===== config.mk =====
export PLATFORM = sky130hd
export DESIGN_NAME = wnc_wiper_nvm_control
export DESIGN_NICKNAME = d
export VERILOG_FILES = /design/src/wnc_pkg.sv /design/src/wnc_wiper_nvm_control.sv
export SDC_FILE = /design/constraint.sdc
export NUM_CORES = 1
export LEC_CHECK = 0
export ABC_AREA = 1
export CAP_MARGIN = 25
export CORE_ASPECT_RATIO = 1.2
export CORE_UTILIZATION = 40
export CTS_CLUSTER_SIZE = 8
export DETAILED_ROUTE_END_ITERATION = 10
export DONT_BUFFER_PORTS = 1
export PLACE_DENSITY_LB_ADDON = 0.08
export SYNTH_ARGS = -nofsm -noshare
export SYNTH_HDL_FRONTEND = slang
export SYNTH_SLANG_ARGS = --single-unit

===== constraint.sdc =====
create_clock -name clk -period 3.5 [get_ports clk]
set_input_delay 0.175 -clock clk [delete_from_list [all_inputs] [get_ports clk]]
set_output_delay 0.175 -clock clk [all_outputs]
set_load 0.02 [all_outputs]

===== src/wnc_pkg.sv =====
// Purpose: Shared constants and types for the wiper/NV control block.
// Assumes: 250 MHz system clock; SPI pins are asynchronous to it.
// Notes: NV access time is a modelled figure, not a cell property.
package wnc_pkg;
    localparam int NUM_CHAN = 4;
    localparam int NUM_SLOT = 4;
    localparam int TAP_W = 8;
    localparam int WORD_W = 9;
    localparam int FRAME_BITS = 24;

    // Field positions in the 24-bit command word
    localparam int OPC_HI = 23;
    localparam int OPC_LO = 20;
    localparam int SLOT_HI = 19;
    localparam int SLOT_LO = 18;
    localparam int CHAN_HI = 17;
    localparam int CHAN_LO = 16;
    localparam int BUFSEL_POS = 8;

    // Timing
    localparam int CLK_PERIOD_NS = 4;
    localparam int NV_ACCESS_NS = 1000;
    // Least time, rounded up to whole cycles
    localparam int NV_ACCESS_CYC = (NV_ACCESS_NS + CLK_PERIOD_NS - 1) / CLK_PERIOD_NS;
    localparam int BUSY_W = 9;
    localparam int BITCNT_W = 5;

    // Reset values and tap limits
    localparam logic [8:0] NV_RESET_WORD = 9'h080;
    localparam logic [7:0] TAP_RESET = 8'h00;
    localparam logic [7:0] TAP_MAX = 8'hFF;

    typedef enum logic [3:0] {
        OP_NOP = 4'h0,
        OP_WAKE = 4'h1,
        OP_PROG_NV = 4'h2,
        OP_SAVE_NV = 4'h3,
        OP_WRITE_TAP = 4'h4,
        OP_STEP_UP = 4'h7,
        OP_SLEEP = 4'h8,
        OP_SOFT_RESET = 4'h9,
        OP_READ_NV = 4'hA,
        OP_RESTORE_NV = 4'hB,
        OP_READ_TAP = 4'hC,
        OP_STEP_DOWN = 4'hF
    } wnc_opcode_t;

    typedef enum logic [2:0] {
        ST_INIT = 3'b001,
        ST_IDLE = 3'b010,
        ST_BUSY = 3'b100
    } wnc_state_t;

    // Per-channel outputs toward the resistor network
    typedef struct packed {
        logic [NUM_CHAN-1:0][TAP_W-1:0] wiperPosition;
        logic [NUM_CHAN-1:0] bufferSelect;
    } wnc_wiper_t;

    typedef struct packed {
        wnc_state_t st;
        logic [BUSY_W-1:0] busyCnt;
        logic [BITCNT_W-1:0] bitCnt;
        logic [FRAME_BITS-1:0] rxShift;
        logic [FRAME_BITS-1:0] txShift;
        logic [FRAME_BITS-1:0] txPend;
        logic txActive;
        logic [2:0] sclkSync;
        logic [2:0] csSync;
        logic [1:0] sdiSync;
        logic [1:0] wpSync;
        wnc_wiper_t wiper;
        logic [NUM_CHAN-1:0][NUM_SLOT-1:0][WORD_W-1:0] nvSlot;
    } wnc_regs_t;
endpackage


===== src/wnc_wiper_nvm_control.sv =====
// Purpose: SPI command decoder, tap registers and NV slots of a
//          four-channel 256-tap potentiometer.
// Assumes: SPI pins asynchronous; open-drain pins resolved outside.
// Notes: NV slots are flops modelling nonvolatile cells.
module wnc_wiper_nvm_control #(
    parameter logic [8:0] NV_INIT_WORD = wnc_pkg::NV_RESET_WORD,
    parameter int ACCESS_CYC = wnc_pkg::NV_ACCESS_CYC
) (
    input wire logic clk,
    input wire logic srst,
    input wire logic sclk,
    input wire logic csN,
    input wire logic sdi,
    input wire logic wpN,
    output logic sdoOut,
    output logic sdoOe,
    output logic rdyBusyNOut,
    output logic rdyBusyNOe,
    output wnc_pkg::wnc_wiper_t wiperOut
);
    wnc_pkg::wnc_regs_t state_reg;
    wnc_pkg::wnc_regs_t state_next;

    logic sclkRise;
    logic sclkFall;
    logic csFall;
    logic csRise;
    logic wpActive;
    logic [wnc_pkg::FRAME_BITS-1:0] cmdWord;
    wnc_pkg::wnc_opcode_t opcode;
    logic [1:0] chanSel;
    logic [1:0] slotSel;
    logic [8:0] dataBits;
    logic [wnc_pkg::BUSY_W-1:0] accessLoad;
    logic respPending;

    assign sclkRise = state_reg.sclkSync[1] & ~state_reg.sclkSync[2];
    assign sclkFall = ~state_reg.sclkSync[1] & state_reg.sclkSync[2];
    assign csFall = ~state_reg.csSync[1] & state_reg.csSync[2];
    assign csRise = state_reg.csSync[1] & ~state_reg.csSync[2];
    assign wpActive = ~state_reg.wpSync[1];
    assign accessLoad = wnc_pkg::BUSY_W'(ACCESS_CYC);
    // Read answers always carry a nonzero opcode, so zero means none
    assign respPending = (state_reg.txPend != '0);

    assign cmdWord = state_reg.rxShift;
    assign opcode = wnc_pkg::wnc_opcode_t'(cmdWord[wnc_pkg::OPC_HI:wnc_pkg::OPC_LO]);
    assign chanSel = cmdWord[wnc_pkg::CHAN_HI:wnc_pkg::CHAN_LO];
    assign slotSel = cmdWord[wnc_pkg::SLOT_HI:wnc_pkg::SLOT_LO];
    assign dataBits = cmdWord[wnc_pkg::BUFSEL_POS:0];

    always_comb
    begin
        state_next = state_reg;
        // Pin synchronisers; only stage 1 and 2 feed logic
        state_next.sclkSync = {state_reg.sclkSync[1:0], sclk};
        state_next.csSync = {state_reg.csSync[1:0], csN};
        state_next.sdiSync = {state_reg.sdiSync[0], sdi};
        state_next.wpSync = {state_reg.wpSync[0], wpN};

        // frame opens on chip select low
        if (csFall)
        begin
            state_next.bitCnt = '0;
            state_next.txShift = state_reg.txPend;
            // Sdo stays released unless a read left an answer behind
            state_next.txActive = respPending;
            state_next.txPend = '0;
        end
        else if (!state_reg.csSync[1] && sclkRise)
        begin
            // shift MSB first on rising clock
            state_next.rxShift = {state_reg.rxShift[wnc_pkg::FRAME_BITS-2:0],
                                  state_reg.sdiSync[1]};
            // Count sticks past 24 so long frames cannot wrap back to 24
            if (state_reg.bitCnt != wnc_pkg::BITCNT_W'(wnc_pkg::FRAME_BITS + 1))
            begin
                state_next.bitCnt = state_reg.bitCnt + 1'b1;
            end
        end
        else if (!state_reg.csSync[1] && sclkFall)
        begin
            state_next.txShift = {state_reg.txShift[wnc_pkg::FRAME_BITS-2:0], 1'b0};
        end

        // Let go of sdo as soon as the frame closes
        if (csRise)
        begin
            state_next.txActive = 1'b0;
        end

        case (state_reg.st)
            wnc_pkg::ST_INIT:
            begin
                // One cycle here; ready/busy shows busy meanwhile
                // power-up recall from slot 0
                for (int c = 0; c < wnc_pkg::NUM_CHAN; c++)
                begin
                    state_next.wiper.wiperPosition[c] = state_reg.nvSlot[c][0][7:0];
                    state_next.wiper.bufferSelect[c] =
                        state_reg.nvSlot[c][0][wnc_pkg::BUFSEL_POS];
                end
                state_next.st = wnc_pkg::ST_IDLE;
            end
            wnc_pkg::ST_IDLE:
            begin
                // Only whole 24-bit frames execute; short or long ones drop
                if (csRise && state_reg.bitCnt == wnc_pkg::BITCNT_W'(wnc_pkg::FRAME_BITS))
                begin
                    case (opcode)
                        wnc_pkg::OP_READ_TAP:
                        begin
                            // Answer goes out in the next frame
                            // flow-controlled read of tap
                            state_next.txPend = {cmdWord[23:16], 7'h00,
                                state_reg.wiper.bufferSelect[chanSel],
                                state_reg.wiper.wiperPosition[chanSel]};
                            state_next.busyCnt = accessLoad;
                            state_next.st = wnc_pkg::ST_BUSY;
                        end
                        wnc_pkg::OP_WRITE_TAP:
                        begin
                            state_next.wiper.wiperPosition[chanSel] = dataBits[7:0];
                        end
                        wnc_pkg::OP_READ_NV:
                        begin
                            state_next.txPend = {cmdWord[23:16], 7'h00,
                                state_reg.nvSlot[chanSel][slotSel]};
                            state_next.busyCnt = accessLoad;
                            state_next.st = wnc_pkg::ST_BUSY;
                        end
                        wnc_pkg::OP_PROG_NV:
                        begin
                            if (!wpActive)
                            begin
                                state_next.nvSlot[chanSel][slotSel] = dataBits;
                            end
                            state_next.busyCnt = accessLoad;
                            state_next.st = wnc_pkg::ST_BUSY;
                        end
                        wnc_pkg::OP_RESTORE_NV:
                        begin
                            state_next.wiper.wiperPosition[chanSel] =
                                state_reg.nvSlot[chanSel][slotSel][7:0];
                            state_next.wiper.bufferSelect[chanSel] =
                                state_reg.nvSlot[chanSel][slotSel][wnc_pkg::BUFSEL_POS];
                            state_next.busyCnt = accessLoad;
                            state_next.st = wnc_pkg::ST_BUSY;
                        end
                        wnc_pkg::OP_SAVE_NV:
                        begin
                            if (!wpActive)
                            begin
                                state_next.nvSlot[chanSel][slotSel] = {
                                    state_reg.wiper.bufferSelect[chanSel],
                                    state_reg.wiper.wiperPosition[chanSel]};
                            end
                            state_next.busyCnt = accessLoad;
                            state_next.st = wnc_pkg::ST_BUSY;
                        end
                        wnc_pkg::OP_STEP_UP:
                        begin
                            if (state_reg.wiper.wiperPosition[chanSel] != wnc_pkg::TAP_MAX)
                            begin
                                state_next.wiper.wiperPosition[chanSel] =
                                    state_reg.wiper.wiperPosition[chanSel] + 8'h01;
                            end
                        end
                        wnc_pkg::OP_STEP_DOWN:
                        begin
                            if (state_reg.wiper.wiperPosition[chanSel] != wnc_pkg::TAP_RESET)
                            begin
                                state_next.wiper.wiperPosition[chanSel] =
                                    state_reg.wiper.wiperPosition[chanSel] - 8'h01;
                            end
                        end
                        wnc_pkg::OP_SOFT_RESET:
                        begin
                            // Slot contents survive this reset
                            // same recall as power-up
                            state_next.st = wnc_pkg::ST_INIT;
                        end
                        default:
                        begin
                            // NOP, sleep, wake and unknown codes do nothing here
                            state_next.st = wnc_pkg::ST_IDLE;
                        end
                    endcase
                end
            end
            wnc_pkg::ST_BUSY:
            begin
                // Frames closing in here are dropped; host must poll
                // busy for the whole access cycle
                if (state_reg.busyCnt <= wnc_pkg::BUSY_W'(1))
                begin
                    state_next.busyCnt = '0;
                    state_next.st = wnc_pkg::ST_IDLE;
                end
                else
                begin
                    state_next.busyCnt = state_reg.busyCnt - 1'b1;
                end
            end
            default:
            begin
                // Illegal state code: rerun the slot 0 recall
                state_next.st = wnc_pkg::ST_INIT;
            end
        endcase
    end

    always_ff @(posedge clk)
    begin
        if (srst)
        begin
            state_reg.st <= wnc_pkg::ST_INIT;
            state_reg.busyCnt <= '0;
            state_reg.bitCnt <= '0;
            state_reg.rxShift <= '0;
            state_reg.txShift <= '0;
            state_reg.txPend <= '0;
            state_reg.txActive <= 1'b0;
            state_reg.sclkSync <= 3'h0;
            state_reg.csSync <= 3'h7;
            state_reg.sdiSync <= 2'h0;
            state_reg.wpSync <= 2'h3;
            state_reg.wiper.wiperPosition <= '0;
            state_reg.wiper.bufferSelect <= '0;
            // NV cells would survive power loss; reset seeds them here
            // four 9-bit slots per channel
            for (int c = 0; c < wnc_pkg::NUM_CHAN; c++)
            begin
                for (int s = 0; s < wnc_pkg::NUM_SLOT; s++)
                begin
                    state_reg.nvSlot[c][s] <= NV_INIT_WORD;
                end
            end
        end
        else
        begin
            state_reg <= state_next;
        end
    end

    // Open drain: enable only to pull low
    // Each answer bit stands from one sclk fall to the next
    assign sdoOut = 1'b0;
    assign sdoOe = state_reg.txActive & ~state_reg.txShift[wnc_pkg::FRAME_BITS-1];
    // released high while ready after select
    assign rdyBusyNOut = 1'b0;
    assign rdyBusyNOe = (state_reg.st != wnc_pkg::ST_IDLE);
    // four tap registers to the network
    assign wiperOut = state_reg.wiper;
endmodule // wnc_wiper_nvm_control


==> results of run 1 <==
## per-stage QoR
step	util [%]	cell area, µm²	setup WS [ps]	total power (W)	hold slack, ps
floorplan	-	14400	1240	0.00440	279
global placement	41.5	14600	527	0.00456	250
detailed placement	41.6	14600	592	0.00457	250
CTS	44.9	15800	585	0.00813	67.4
global route	44.9	15800	391	0.00841	107
finish	44.9	15800	544	0.00809	52.5
## power by group through the flow
stage	Combinational (W)	Clock, W	Sequential (W)
3_3_place_gp	0.000898	0	0.00366
4_1_cts	0.000934	0.00360	0.00360
3_5_place_dp	0.000910	0	0.00366
5_1_grt	0.00107	0.00373	0.00361
2_1_floorplan	0.000954	0	0.00345
6_report	0.000945	0.00355	0.00360
## final cells by class
| type | instances | area [µm²] | area share, % |
|---|---|---|---|
| flip-flops and latches | 280 | 5610 | 35.5 |
| multi-input cells | 1587 | 7370 | 46.7 |
| well taps | 462 | 578 | 3.66 |
| clock buffers | 45 | 1060 | 6.73 |
| clock inverters | 2 | 23.8 | 0.151 |
| repair buffers | 60 | 518 | 3.28 |
| inverters | 167 | 629 | 3.99 |
## metal layers
layer  vias to the layer above  track usage, %  part of all wire, %
li1                       7035               -                    -
met1                      6685            37.0                   42
met2                       517            48.5                   47
met3                       141            4.67                  6.6
met4                         2            13.0                  4.2
met5                         -               0                0.019
## cell families (layout without fill, tap and decap cells)
kind of cell / count (synthesis) / count (layout) / share of synthesized area [%]
flip-flops: 280 / 280 / 38.9
AO/OA/AOI/OAI: 541 / 541 / 20.5
XOR/XNOR: 4 / 4 / 0.243
AND/OR/NAND/NOR: 1032 / 1032 / 29.6
other: 1 / 2 / 0.0261
adder cells (fa/ha/maj): 8 / 8 / 0.695
buffers and inverters: 321 / 274 / 9.95
## cells in the final DEF (no fill, tap or decap), types with 3 or more instances in the layout
| master | count |
|---|---|
| a311oi_1 | 21 |
| o21ai_0 | 223 |
| a31oi_1 | 5 |
| clkbuf_16 | 42 |
| nand3_4 | 4 |
| o32ai_1 | 6 |
| nand3_1 | 94 |
| o211ai_1 | 15 |
| nand4_1 | 29 |
| inv_1 | 149 |
| or2_2 | 5 |
| dlygate4sd3_1 | 5 |
| dfxtp_1 | 279 |
| a21oi_1 | 221 |
| nand2_1 | 654 |
| nor2_2 | 8 |
| o21bai_1 | 4 |
| nor2_1 | 201 |
| o21ai_1 | 19 |
| xor2_1 | 3 |
| buf_4 | 50 |
| clkbuf_1 | 3 |
| buf_12 | 3 |
| nand2_2 | 5 |
| a22oi_1 | 12 |
| ha_1 | 8 |
| o31ai_1 | 3 |
| nor3_1 | 17 |
| inv_2 | 16 |
| nor2_4 | 5 |
## worst min path at each step
| stage | from | endpoint | slack (ps) | depth (start not counted) |
|---|---|---|---|---|
| finish | srst | state_reg[186] | 50 | 2 |
| global route | srst | state_reg[186] | 110 | 2 |
| CTS | srst | state_reg[186] | 70 | 2 |
| detailed placement | srst | state_reg[276] | 250 | 1 |
| global placement | srst | state_reg[276] | 250 | 1 |
| floorplan | wpN | state_next[181] | 280 | 1 |
## critical path, cell delays in order (launching register included)
cell     delay [ps]
dfxtp_1         380
inv_1            80
ha_1            200
nand4_1         190
nor2_2           70
buf_4           200
nand2_1         360
inv_1           210
o21ai_0         820
a22oi_1         260
==> key figures, run 1 <==
Logic synthesis
  • Top post-synthesis cells by area: dfxtp_1 (39%), nand2_1 (17%), o21ai_0 (7.8%)
  • Syn Inst Count: ~2200
  • Biggest area consumer among synthesized cells: dfxtp_1
  • Most common cell in the netlist: nand2_1
  • Synth Area per Inst: 6.58 µm²
  • Register area share after synthesis: between 30% and 40%
  • FF+latch count, synth: 280
  • Mapped cell area: ~14000 µm²
  • Yosys warning count: 0
  • Most frequent cells after synthesis: nand2_1 (654), dfxtp_1 (280), o21ai_0 (223), a21oi_1 (221), nor2_1 (202)
  • Share of the synthesized area in the top cell type: between 30% and 40%
  • Synth cell types: 50
  • Number of synthesized flops with an enable pin: 0
  • Post-synth ARST share: 0%
  • Prevailing post-synth register cell: dfxtp_1

Clocking
  • Setup bufs post-CTS: 0
  • Post-CTS resize count: 0
  • Clk Latency, worst-skew pair: ~550 ps
  • # H-tree levels: 2
  • CTS tree: done
  • Num CTS Buffers: roughly 40
  • Hold-fix buffers at CTS: 6
  • Clk root buf: clkbuf_16
  • Longest Clk Path Bufs: 3
  • Clock slew at reported path FFs: around 50 ps
  • Clock sinks: 280

Route
  • Routed Antenna Nets: 0
  • Starting DRT DRC Count: 1260
  • Total wire length: 53.4 mm
  • Wire per inst: between 20 and 25 µm
  • Number of vias per cell: between 5 and 6
  • TritonRoute pass-1 iters: 8
  • Via count: around 14000
  • Drt drc: 0

Cells and area
  • Number of flip-flops under the largest register name: between 200 and 250
  • Fillers: between 3000 and 4000
  • Post-route insts no fill: roughly 2600
  • Area growth, synth to finish: 9.67%
  • Nets: around 2200
  • ANT cells: 0
  • Layout cell share with drive strength beyond 1: a little over 7%

Worst setup path
  • CP Capture Point: state_reg[207]
  • Worst r2r path cells: 9
  • Worst Setup SP: state_reg[263]
  • CP arrival: approximately 3300 ps
  • Reg-to-Reg Start: state_reg[263]
  • Critical path peak fanout: 14
  • CP Class: flip-flop to flip-flop
  • Worst setup EP type: flip-flop
  • Worst setup SP type: flip-flop
  • Worst path required time: 3820 ps
  • R2R Path End: state_reg[207]
  • Reg2reg setup slack: 540 ps

Timing
  • Worst-Margin Slew: 980 ps
  • Final slew viol count: 0
  • Setup TNS: 0 ps
  • RSZ-0062 raised after global routing: false
  • Fmax: around 340 MHz
  • Period minus WS final: between 2000 and 3000 ps
  • Final setup viols: 0
  • Clk_skew: between 20 and 25 ps
  • Final Hold Vio Count: 0
  • Slew margin rel.: between 30% and 40%
  • Part of the cycle the worst path needs: a little over four fifths

Power
  • Sequential power share: between 40 and 50%
  • Power Density: 513 nW/µm²
  • Peak VDD IR: just under 0.4 mV
  • Pleak: approximately 6.7 nW
  • Logic pwr share: a little under an eighth
  • Sw Ratio: between 20 and 30%
  • Internal Power: roughly 0.0057 W
  • Total net switching power: around 0.0024 W
  • Clock power share: between 40 and 50%

Placement
  • Dpl cells: 2550
  • Detailed Place HPWL: around 37 mm
  • Placer Congestion: 0.950
  • IO buf count: 0

Global routing
  • Vias in the first global route: around 13000
  • GR Overflow Total: 0
  • Largest net degree at the start of global routing: 98
  • Global-route wire length before repair: between 80 and 90 mm
  • Total GRT Usage: slightly below 30%
  • Initial antenna violation count: 1

Min path
  • Hold/Removal Path Class: input port to flip-flop

Floorplan
  • Floorplan core area: 35200 µm²
  • Die Footprint: 36700 µm²
  • Initial Util: between 40% and 50%
  • Die width: approximately 180 µm
  • Die Y: about 210 µm
  • I/O pin count: 46
  • Num rows: between 70 and 80

Run status
  • Run status: complete, no violations

Run
  • MaxCap Viol Count: 0
No activity file was read; power rests on OpenSTA's default activity.
==> run 2: changes to the inputs <==
Clock period 3.5 ns to 2.6 ns, I/O delays scaled along.
==> key figures, run 2 (same netlist as run 1, synthesis figures left out) <==
Route
  • TritonRoute pass-1 iters: 6 (-2)
  • Via count: 14800 (+2.9%)
  • Number of vias per cell: 5.53 (about the same)
  • Wire per inst: 20.4 µm (-0.63%)
  • Drt drc: 0 (unchanged)
  • Starting DRT DRC Count: 1441 (+14%)
  • Total wire length: 54.6 mm (+2.2%)
  • Routed Antenna Nets: 0 (unchanged)

Worst setup path
  • Critical path peak fanout: 11 (-3)
  • Worst Setup SP: cmdWord[16]
  • R2R Path End: wiperOut[11]
  • Reg-to-Reg Start: cmdWord[16]
  • Reg2reg setup slack: 50 ps (-500 ps)
  • Worst r2r path cells: 15 (+6)
  • Worst setup EP type: flip-flop
  • CP arrival: 2970 ps (-310 ps)
  • CP Class: flip-flop to flip-flop
  • Worst path required time: 3020 ps (-800 ps)
  • Worst setup SP type: flip-flop

Timing
  • RSZ-0062 raised after global routing: true
  • Worst-Margin Slew: 844 ps (-136 ps)
  • Final Hold Vio Count: 0 (unchanged)
  • Slew margin rel.: 43.4% (+9.4 points)
  • Final slew viol count: 0 (unchanged)
  • Clk_skew: 35.5 ps (+12.2 ps)
  • Fmax: 392 MHz (+16%)
  • Fin Hold WS: 236 ps (+184 ps)
  • Final setup viols: 0 (unchanged)
  • Final worst-path setup slack: 47.9 ps (-496 ps)
  • Part of the cycle the worst path needs: 98.2% (+14 points)
  • Period minus WS final: 2550 ps (-404 ps)

Cells and area
  • Most frequent cells in the layout: nand2_1 (649), dfxtp_1 (278), o21ai_0 (223)
  • Fillers: 3683 (-0.67%)
  • ANT cells: 0 (unchanged)
  • Leading cell type in the layout, fill and taps excluded: nand2_1
  • Area growth, synth to finish: 14.7%
  • Number of flip-flops under the largest register name: 214 (unchanged)
  • Reg area: 5610 µm² (+0.11%)
  • Area occupied by multi-input gates: 7490 µm² (+1.7%)
  • Layout cell share with drive strength beyond 1: 10.7% (+3.7 points)
  • Nets: 2225 (+3.4%)

Power
  • Internal Power: 0.00777 W (+36%)
  • Pleak: 7.13 nW (+5.9%)
  • Power Density: 670 nW/µm² (+31%)
  • Total net switching power: 0.00330 W (+39%)
  • Logic pwr share: 14.8% (+3.1 points)
  • Sequential power share: 42.7% (-1.8 points)
  • Sw Ratio: 29.8% (+0.39 points)
  • Clock power share: 42.5% (-1.3 points)
  • Peak VDD IR: 0.538 mV (+40%)

Clocking
  • Clock slew at reported path FFs: 50 ps (about the same)
  • Longest Clk Path Bufs: 3 (unchanged)
  • Num CTS Buffers: 41 (unchanged)
  • Clock sinks: 280 (unchanged)
  • # H-tree levels: 2 (unchanged)
  • Clk root buf: clkbuf_16
  • CTS tree: done
  • Clk Latency, worst-skew pair: 550 ps (about the same)

Global routing
  • Vias in the first global route: 14000 (+4.1%)
  • Total GRT Usage: 29.4% (+0.27 points)
  • GR Overflow Total: 0 (unchanged)
  • Largest net degree at the start of global routing: 75 (-23%)
  • Global-route wire length before repair: 83.1 mm (+1.7%)
  • Initial antenna violation count: 0 (-1)

Placement
  • Pre-CTS setup slack: -73.4 ps (-666 ps)
  • IO buf count: 0 (unchanged)
  • Placer Congestion: 0.939 (-1.1%)
  • Detailed Place HPWL: 37.2 mm (-0.55%)

Run
  • MaxCap Viol Count: 0 (unchanged)

Min path
  • Hold/Removal Path Class: input port to flip-flop
  • End of the worst hold path: state_next[185]
  • Worst hold path cell count: 2 (unchanged)
  • Min-delay src: csN

Floorplan
  • Die Y: 210 µm (unchanged)
  • Floorplan core area: 35200 µm² (unchanged)
  • Die width: 175 µm (unchanged)
  • Die Footprint: 36700 µm² (unchanged)
  • Initial Util: 40.9% (unchanged)
  • I/O pin count: 46 (unchanged)
  • Num rows: 75 (unchanged)

Run status
  • Run status: complete, no violations
## run 2: how the worst max path moves through the flow
stage,slack (ps),cells after the start,endpoint
after floorplan,340,17,wiperOut[13]
after global placement,-40,15,wiperOut[8]
after detailed placement,-70,15,wiperOut[8]
after CTS,20,16,wiperOut[25]
after global routing,-20,15,wiperOut[21]
final,50,15,wiperOut[11]
## run 2: metrics by stage
step | instances | cell area [µm²] | power, W | util (%) | setup TNS, ps
after detailed placement | 2609 | 15100 | 0.00627 | 43.0 | -116
final | 2677 | 16500 | 0.0111 | 46.9 | 0
after global routing | 2677 | 16500 | 0.0115 | 46.9 | -29.3
after CTS | 2664 | 16300 | 0.0110 | 46.3 | 0
after global placement | 2607 | 15100 | 0.00625 | 43.0 | -53.4
after floorplan | 2188 | 14400 | 0.00593 | - | 0
## run 2: layout make-up
type                       count  share of cell area (%)
clock buffer                  44                    6.28
clock inverter                 3                   0.152
tap                          462                    3.50
timing repair buffer         129                    6.85
sequential                   280                    34.0
inverter                     167                    3.86
multi-input combinational   1592                    45.4
## run 2: worst max-delay path: stages (launching register included)
cell     delay, ps
dfxtp_4        410
buf_12         160
nor2_4          40
nand2_1         70
nand2_1         90
nor2_4         230
inv_2           60
ha_1           210
nand2_2        120
nor2_4          60
nand3_1        100
o21ai_2        100
nand2_4        210
nand3_2        260
nor2_1         200
a21oi_1         90
## run 2: what timing repair did
item                                    in CTS  in global routing
hold buffers                                 7                  0
cloned                                       1                  5
setup buffers                                0                  8
resized for setup                            2                 28
endpoints found under the setup margin      12                 33
pin swaps                                    1                  9
endpoints found under the hold margin       84                  0
## run 2: layer usage
metal  global-route usage (%)  share of wire (%)  vias to the layer above
li1                         -                  -                     7189
met2                     49.2                 46                      557
met1                     36.4                 42                     6903
met4                     13.4                4.4                        0
met3                     5.58                7.6                      147
met5                        0                  0                        -
## run 2: power by group through the flow
stage	Clock, W	Sequential, W	Combinational (W)
after detailed placement	0	0.00480	0.00147
after global placement	0	0.00480	0.00145
final	0.00470	0.00472	0.00164
after floorplan	0	0.00464	0.00128
after CTS	0.00480	0.00472	0.00152
after global routing	0.00497	0.00473	0.00177
